--- config.mk ---
export PLATFORM = sky130hd
export DESIGN_NAME = upfp_usr_flat
export DESIGN_NICKNAME = d
export VERILOG_FILES = /design/src/design/upfp_pkg.sv /design/src/design/upfp_if.sv /design/src/design/upfp_usr.sv /design/src/flat_wrapper.sv
export SDC_FILE = /design/constraint.sdc
export NUM_CORES = 1
export LEC_CHECK = 0
export BUFFER_PORTS_ARGS = -buffer_cell sky130_fd_sc_hd__buf_2
export CAP_MARGIN = 10
export CORE_MARGIN = 2
export CORE_UTILIZATION = 46
export DETAILED_ROUTE_END_ITERATION = 16
export MAX_ROUTING_LAYER = met4
export PLACE_DENSITY = 0.69
export SYNTH_ARGS = -nofsm -noshare
export SYNTH_HDL_FRONTEND = slang
export SYNTH_SLANG_ARGS = --single-unit
--- constraint.sdc ---
create_clock -name mclk -period 3.4 [get_ports mclk]
set_clock_uncertainty 0.2 [all_clocks]
set_input_delay 0.17 -clock mclk [delete_from_list [all_inputs] [get_ports mclk]]
set_output_delay 0.17 -clock mclk [all_outputs]
set_load 0.02 [all_outputs]
--- src/design/upfp_pkg.sv ---
// shared constants and types for the byte-wide fifo transfer port
// --------------------------------------------------------------------------------
// Operation
// - one byte per transfer, 8-bit bidirectional bus
// - software selects synchronous or asynchronous mode
// - sync mode: controller outputs 60 MHz clock
// - async mode: strobes alone pace transfers
// - rx_avail_n low while bytes wait
// - tx_space_n low while space exists
// - low read strobe presents next byte
// - low write strobe stores bus byte
// - oe low: controller drives; high: user drives
// - send_now pulse flushes partial packet
// - send_now pulse wakes suspended host
// - parallel and serial ports never both active
// --------------------------------------------------------------------------------
package upfp_pkg;
    localparam int DATA_W = 8;
    localparam int DEPTH = 16;
    localparam int PTR_W = 4;
    localparam int CNT_W = 5;
    localparam logic [CNT_W-1:0] FIFO_DEPTH = 5'h10;
    // link and user clock figures
    localparam int LINK_CLK_MHZ = 60;
    localparam int MCLK_MHZ = 100;
    // user end builds the async strobe from mclk; strobe low time in ns.
    // long enough for the controller's pin filter to see two samples and
    // for the popped byte to cross back before the strobe ends
    localparam int STROBE_NS = 200;
    localparam int STROBE_CYC = (STROBE_NS * MCLK_MHZ + 999) / 1000;
    localparam logic [4:0] STROBE_CNT = 5'(STROBE_CYC);
    localparam logic [DATA_W-1:0] DATA_RST = 8'h00;

    typedef enum logic [2:0] {
        UPFP_IDLE = 3'b000,
        UPFP_OE = 3'b001,
        UPFP_RDLOW = 3'b011,
        UPFP_RDHIGH = 3'b010,
        UPFP_WRLOW = 3'b110,
        UPFP_WRHIGH = 3'b111
    } upfp_state_t;
endpackage : upfp_pkg

--- src/design/upfp_if.sv ---
// pin bundle between the usb controller end and the user logic end
`timescale 1ns/1ps
interface upfp_if;
    logic portClock60m;
    logic [7:0] dataCtl;
    logic dataCtlOe_n;
    logic [7:0] dataUsr;
    logic dataUsrOe_n;
    logic rxAvail_n;
    logic txSpace_n;
    logic rd_n;
    logic wr_n;
    logic oe_n;
    logic sendNowWake_n;

    modport ctl (
        output portClock60m, dataCtl, dataCtlOe_n, rxAvail_n, txSpace_n,
        input dataUsr, dataUsrOe_n, rd_n, wr_n, oe_n, sendNowWake_n
    );
    modport usr (
        input portClock60m, dataCtl, dataCtlOe_n, rxAvail_n, txSpace_n,
        output dataUsr, dataUsrOe_n, rd_n, wr_n, oe_n, sendNowWake_n
    );
endinterface : upfp_if

--- src/design/upfp_usr.sv ---
// user logic end: reads and writes bytes through the fifo port
`timescale 1ns/1ps
module upfp_usr (
    // clock and reset
    input wire logic mclk,
    input wire logic sys_rst,
    // link side
    upfp_if.usr lnk,
    // user side, mclk domain
    input wire logic syncMode,
    input wire logic [7:0] txData,
    input wire logic txValid,
    output logic txReady,
    output logic [7:0] rxData,
    output logic rxValid,
    input wire logic rxReady,
    input wire logic sendNow,
    output logic sendNowBusy
);
    // --------------------------------------------------------------------------------
    // flag synchronisers: three stages, change counts once stages 2 and 3 agree
    // --------------------------------------------------------------------------------
    logic [2:0] rxfSync_r, rxfSync_nxt, txeSync_r, txeSync_nxt;
    logic rxAvail_r, rxAvail_nxt, txSpace_r, txSpace_nxt;
    logic [7:0] dcSync1_r, dcSync2_r, dcSync3_r;

    always_comb begin
        rxfSync_nxt = {rxfSync_r[1:0], !lnk.rxAvail_n};
        txeSync_nxt = {txeSync_r[1:0], !lnk.txSpace_n};
        rxAvail_nxt = (rxfSync_r[2] == rxfSync_r[1]) ? rxfSync_r[2] : rxAvail_r;
        txSpace_nxt = (txeSync_r[2] == txeSync_r[1]) ? txeSync_r[2] : txSpace_r;
    end

    always_ff @(posedge mclk) begin
        if (sys_rst) begin
            rxfSync_r <= '0;
            txeSync_r <= '0;
            rxAvail_r <= 1'b0;
            txSpace_r <= 1'b0;
            dcSync1_r <= '0;
            dcSync2_r <= '0;
            dcSync3_r <= '0;
        end else begin
            rxfSync_r <= rxfSync_nxt;
            txeSync_r <= txeSync_nxt;
            rxAvail_r <= rxAvail_nxt;
            txSpace_r <= txSpace_nxt;
            // data only moves early in the held strobe, long before it is taken
            dcSync1_r <= lnk.dataCtl;
            dcSync2_r <= dcSync1_r;
            dcSync3_r <= dcSync2_r;
        end
    end

    // --------------------------------------------------------------------------------
    // strobe sequencer; the async timing is used in both modes for simplicity,
    // so sync mode runs at async speed
    // --------------------------------------------------------------------------------
    upfp_pkg::upfp_state_t st_r, st_nxt;
    logic [4:0] cnt_r, cnt_nxt;
    logic rd_r, rd_nxt, wr_r, wr_nxt, oe_r, oe_nxt, drv_r, drv_nxt;
    logic [7:0] dout_r, dout_nxt, rxd_r, rxd_nxt;
    logic rxv_r, rxv_nxt, txr_r, txr_nxt;
    logic si_r, si_nxt;
    logic [4:0] siCnt_r, siCnt_nxt;

    always_comb begin
        st_nxt = st_r;
        cnt_nxt = (cnt_r != '0) ? cnt_r - 5'h01 : cnt_r;
        rd_nxt = rd_r;
        wr_nxt = wr_r;
        oe_nxt = oe_r;
        drv_nxt = drv_r;
        dout_nxt = dout_r;
        rxd_nxt = rxd_r;
        rxv_nxt = rxv_r && !rxReady;
        txr_nxt = 1'b0;
        case (st_r)
            upfp_pkg::UPFP_IDLE: begin
                if (rxAvail_r && !rxv_r) begin
                    drv_nxt = 1'b0;
                    st_nxt = upfp_pkg::UPFP_OE;
                    cnt_nxt = upfp_pkg::STROBE_CNT;
                end else if (txSpace_r && txValid) begin
                    dout_nxt = txData;
                    drv_nxt = 1'b1;
                    txr_nxt = 1'b1;
                    wr_nxt = 1'b0;
                    st_nxt = upfp_pkg::UPFP_WRLOW;
                    cnt_nxt = upfp_pkg::STROBE_CNT;
                end
            end
            upfp_pkg::UPFP_OE: begin
                if (cnt_r == '0) begin
                    oe_nxt = 1'b0;
                    rd_nxt = 1'b0;
                    st_nxt = upfp_pkg::UPFP_RDLOW;
                    cnt_nxt = upfp_pkg::STROBE_CNT;
                end
            end
            upfp_pkg::UPFP_RDLOW: begin
                if (cnt_r == '0) begin
                    rxd_nxt = dcSync3_r;
                    rxv_nxt = 1'b1;
                    rd_nxt = 1'b1;
                    oe_nxt = 1'b1;
                    st_nxt = upfp_pkg::UPFP_RDHIGH;
                    cnt_nxt = upfp_pkg::STROBE_CNT;
                end
            end
            upfp_pkg::UPFP_RDHIGH: begin
                if (cnt_r == '0) begin
                    st_nxt = upfp_pkg::UPFP_IDLE;
                end
            end
            upfp_pkg::UPFP_WRLOW: begin
                if (cnt_r == '0) begin
                    wr_nxt = 1'b1;
                    st_nxt = upfp_pkg::UPFP_WRHIGH;
                    cnt_nxt = upfp_pkg::STROBE_CNT;
                end
            end
            upfp_pkg::UPFP_WRHIGH: begin
                if (cnt_r == '0) begin
                    st_nxt = upfp_pkg::UPFP_IDLE;
                end
            end
            default: begin
                st_nxt = upfp_pkg::UPFP_IDLE;
            end
        endcase
        // send-immediate / wake pulse, held long enough to be seen
        si_nxt = si_r;
        siCnt_nxt = (siCnt_r != '0) ? siCnt_r - 5'h01 : siCnt_r;
        if (sendNow && !si_r) begin
            si_nxt = 1'b1;
            siCnt_nxt = upfp_pkg::STROBE_CNT;
        end else if (si_r && siCnt_r == '0) begin
            si_nxt = 1'b0;
        end
    end

    always_ff @(posedge mclk) begin
        if (sys_rst) begin
            st_r <= upfp_pkg::UPFP_IDLE;
            cnt_r <= '0;
            rd_r <= 1'b1;
            wr_r <= 1'b1;
            oe_r <= 1'b1;
            drv_r <= 1'b0;
            dout_r <= upfp_pkg::DATA_RST;
            rxd_r <= upfp_pkg::DATA_RST;
            rxv_r <= 1'b0;
            txr_r <= 1'b0;
            si_r <= 1'b0;
            siCnt_r <= '0;
        end else begin
            st_r <= st_nxt;
            cnt_r <= cnt_nxt;
            rd_r <= rd_nxt;
            wr_r <= wr_nxt;
            oe_r <= oe_nxt;
            drv_r <= drv_nxt;
            dout_r <= dout_nxt;
            rxd_r <= rxd_nxt;
            rxv_r <= rxv_nxt;
            txr_r <= txr_nxt;
            si_r <= si_nxt;
            siCnt_r <= siCnt_nxt;
        end
    end

    assign lnk.rd_n = rd_r;
    assign lnk.wr_n = wr_r;
    assign lnk.oe_n = oe_r;
    assign lnk.dataUsr = dout_r;
    assign lnk.dataUsrOe_n = !drv_r;
    assign lnk.sendNowWake_n = !si_r;
    assign rxData = rxd_r;
    assign rxValid = rxv_r;
    assign txReady = txr_r;
    assign sendNowBusy = si_r;
endmodule : upfp_usr

--- src/flat_wrapper.sv ---
// flat-port wrapper written by rule: the top's interface ports become plain ports
module upfp_usr_flat 
  (mclk, sys_rst, syncMode, txData, txValid, txReady, rxData, rxValid, rxReady, sendNow, sendNowBusy, lnk_portClock60m, lnk_dataCtl, lnk_dataCtlOe_n, lnk_rxAvail_n, lnk_txSpace_n, lnk_dataUsr, lnk_dataUsrOe_n, lnk_rd_n, lnk_wr_n, lnk_oe_n, lnk_sendNowWake_n);
  upfp_if lnk_i ();
  input wire logic mclk;
  input wire logic sys_rst;
  input wire logic syncMode;
  input wire logic [7:0] txData;
  input wire logic txValid;
  output logic txReady;
  output logic [7:0] rxData;
  output logic rxValid;
  input wire logic rxReady;
  input wire logic sendNow;
  output logic sendNowBusy;
  input wire logic [$bits(lnk_i.portClock60m)-1:0] lnk_portClock60m;
  input wire logic [$bits(lnk_i.dataCtl)-1:0] lnk_dataCtl;
  input wire logic [$bits(lnk_i.dataCtlOe_n)-1:0] lnk_dataCtlOe_n;
  input wire logic [$bits(lnk_i.rxAvail_n)-1:0] lnk_rxAvail_n;
  input wire logic [$bits(lnk_i.txSpace_n)-1:0] lnk_txSpace_n;
  output wire logic [$bits(lnk_i.dataUsr)-1:0] lnk_dataUsr;
  output wire logic [$bits(lnk_i.dataUsrOe_n)-1:0] lnk_dataUsrOe_n;
  output wire logic [$bits(lnk_i.rd_n)-1:0] lnk_rd_n;
  output wire logic [$bits(lnk_i.wr_n)-1:0] lnk_wr_n;
  output wire logic [$bits(lnk_i.oe_n)-1:0] lnk_oe_n;
  output wire logic [$bits(lnk_i.sendNowWake_n)-1:0] lnk_sendNowWake_n;
  assign lnk_i.portClock60m = lnk_portClock60m;
  assign lnk_i.dataCtl = lnk_dataCtl;
  assign lnk_i.dataCtlOe_n = lnk_dataCtlOe_n;
  assign lnk_i.rxAvail_n = lnk_rxAvail_n;
  assign lnk_i.txSpace_n = lnk_txSpace_n;
  assign lnk_dataUsr = lnk_i.dataUsr;
  assign lnk_dataUsrOe_n = lnk_i.dataUsrOe_n;
  assign lnk_rd_n = lnk_i.rd_n;
  assign lnk_wr_n = lnk_i.wr_n;
  assign lnk_oe_n = lnk_i.oe_n;
  assign lnk_sendNowWake_n = lnk_i.sendNowWake_n;
  upfp_usr u_core (.mclk(mclk), .sys_rst(sys_rst), .lnk(lnk_i), .syncMode(syncMode), .txData(txData), .txValid(txValid), .txReady(txReady), .rxData(rxData), .rxValid(rxValid), .rxReady(rxReady), .sendNow(sendNow), .sendNowBusy(sendNowBusy));
endmodule
==> results.tsv <==
stage	metric	value	unit
synth	synth.distinct_cells	31	
pwr	power.total	1857	uW
layout	layout-drive-gt1-share	22.90	%
detailed_routing	final_antenna_net_count	0	
global_routing	overflow	0	
place	gp_congestion	0.7648	
layout	fin_area	2994	um^2
clock_network	cts_tree	built	
setup_path	endpoint	u_core.rxData[2]$_SDFFE_PP0P_	
clock_network	cts_buffers	9	
timing	slew_headroom	28.38	%
setup_path	reg2regPathDepth	6	
pwr	leakage	0.001330	uW
die	dieWidth	75.24	um
setup_path	worst-setup-path-type	reg2reg	
die	dieArea	5661	um^2
timing	tightest_slew	1074	ps
timing	fin_ws	1242	ps
clock_network	h-tree-depth	3	
setup_path	path_max_fanout	10	
layout	syn_to_final_growth	28.24	%
setup_path	worstSetupStartpointType	register	
clock_network	cts_root_buf	clkbuf_8	
synth	async_flop_share	0	%
place	dpl.hpwl	2328	um
layout	final_common_cell	dfxtp_1	
setup_path	cp-end-kind	register	
layout	final_cell_mix	dfxtp_1, buf_2, nor2b_1	
timing	fin_crit_sh	63.47	%
timing	setup-tns-final	0	ps
place	port_buffers	46	
clock_network	cts_resized	0	
pwr	ir_drop	0.3210	mV
clock_network	cts_buffer_depth	2	
clock_network	post_cts_buffers	0	
timing	period_needed	2158	ps
pwr	powerDensity	620.1	nW/um^2
detailed_routing	via_count	1648	
layout	diodes	0	
setup_path	worst_ep_arrival_time	2140	ps
setup_path	r2r_end	u_core.rxData[2]$_SDFFE_PP0P_	
synth	synth_edf_count	0	
die	num_io_pins	50	
synth	ys_ff_latch	67	
setup_path	r2r_setup_slack	1240	ps
setup_path	cp-startpoint	u_core.cnt_r[0]$_SDFF_PP0_	
timing	fmax	0.4634	GHz
synth	ys.warnings.count	0	
global_routing	grt_max_degree	67	
job	maxCapViolCount	0	
setup_path	required	3390	ps
place	placed_area	2592	um^2
layout	layout.nets	321	
die	initial_utilization	48.47	%
global_routing	antenna_found_initial	0	
timing	slew_violations	0	
synth	synthFlopType	dfxtp_1	
detailed_routing	routed_wl	3960	um
detailed_routing	via_per_inst	4.527	
detailed_routing	drt_pass1_iterations	4	
detailed_routing	detail_route.wl_per_cell	10.88	um
setup_path	regToRegStartpoint	u_core.cnt_r[0]$_SDFF_PP0_	
place	pre_cts_ws	1202	ps
layout	fill_cells	418	
timing	setup_violations	0	
hold_path	hp-class	in2reg	
clock_network	cts.reportedPaths.clkPinSlew	70	ps
timing	hold_viol	0	
synth	syn_area_per_cell	10.38	um^2
clock_network	insertion_delay	340	ps
synth	syn_nets	254	
timing	rsz0062_at_grt	false	
global_routing	grt_usage	15.85	%
synth	syn_area	2335	um^2
global_routing	grt_pass1_vias	1479	
synth	syn-instance-count	225	
die	row_count	25	
synth	synth-seq-area-share	57.45	%
run_status	status	complete, no violations	
global_routing	grt_pass1_wl	6292	um
clock_network	cts_hold_buf	20	
die	die_h	75.24	um
clock_network	cts_sinks	67	
detailed_routing	drc	0	
die	core	4817	um^2
detailed_routing	drtIter0Drc	109	
## metrics by stage
stage,cells,util [%],hold WS (ps)
2_1_floorplan,225,-,36.69
3_3_place_gp,328,53.82,124.8
3_5_place_dp,328,53.82,122.1
4_1_cts,364,62.16,135.0
5_1_grt,364,62.16,165.1
6_report,364,62.16,144.8
## state kept, by name, indices dropped and copies added (netlist names)
name                cells
u_core.lnk.wr_n         1
u_core.st_r             3
u_core.txeSync_r        3
u_core.dcSync2_r        8
u_core.dcSync3_r        8
u_core.rxfSync_r        3
u_core.cnt_r            5
u_core.sendNowBusy      1
u_core.rxValid          1
u_core.lnk.rd_n         1
u_core.lnk.dataUsr      8
u_core.rxAvail_r        1
u_core.txReady          1
u_core.rxData           8
u_core.drv_r            1
u_core.dcSync1_r        8
u_core.siCnt_r          5
u_core.txSpace_r        1
## where the power goes
group / switching [uW] / total [uW] / internal [uW]
Combinational: 159 / 322 / 163
Clock: 308 / 655 / 348
Sequential: 39.5 / 880 / 840
## cells in the mapped netlist (all sizes together) (2+ instances only)
cell type	instances	area, um^2
dfxtp	67	1341
xnor2	2	17.52
a31oi	3	18.77
inv	8	30.03
nand3b	4	30.03
nor2b	32	200.2
mux2i	16	160.2
a21oi	10	50.05
nand2	12	45.04
o21ai	5	25.02
ha	3	37.54
buf	3	30.03
o41ai	2	17.52
clkbuf	7	26.28
xor2	2	17.52
nor3	3	15.01
nor2	29	108.9
nand2b	5	31.28
## layer usage
| metal | global-route usage (%) | part of all wire (%) |
|---|---|---|
| met1 | 16.72 | 44 |
| met3 | 4.819 | 3.4 |
| met2 | 25.54 | 50 |
| met5 | - | 0 |
| met4 | 10.53 | 2.8 |
## worst max-delay path: stages, from the launching register on
cell and delay, ps:
dfxtp_1 310, inv_1 70, ha_1 200, nor4b_4 500
nand3_2 420, mux2i_1 250, nor2_1 50
## worst min-delay path by stage
stage          depth (start not counted)                             end           from  slack (ps)
3_3_place_gp                           2  u_core.rxfSync_r[0]$_SDFF_PP0_  lnk_rxAvail_n         120
4_1_cts                                4     u_core.st_r[1]$_SDFFE_PP0P_        txValid         140
3_5_place_dp                           2  u_core.rxfSync_r[0]$_SDFF_PP0_  lnk_rxAvail_n         120
5_1_grt                                4      u_core.cnt_r[0]$_SDFF_PP0_        txValid         170
2_1_floorplan                          1  u_core.rxfSync_r[0]$_SDFF_PP0_  lnk_rxAvail_n          40
6_report                               4     u_core.st_r[1]$_SDFFE_PP0P_        txValid         140
## final cells by class
type	instances	area [um^2]	area share [%]
clock inverters	6	73.82	2.466
repair buffers	66	430.4	14.38
flip-flops and latches	67	1341	44.80
clock buffers	10	127.6	4.262
well taps	67	83.83	2.800
multi-input cells	140	907.1	30.30
inverters	8	30.03	1.003
## cells by family after synthesis
| family | after synthesis | share of synthesized area [%] |
|---|---|---|
| flops | 67 | 57.45 |
| buf+inv | 18 | 3.698 |
| simple gates | 89 | 21.06 |
| xor+xnor | 4 | 1.501 |
| mux | 17 | 7.342 |
| compound gates | 27 | 7.343 |
| fa+ha+maj | 3 | 1.608 |
Note: power is estimated with default switching activity, not from simulation.
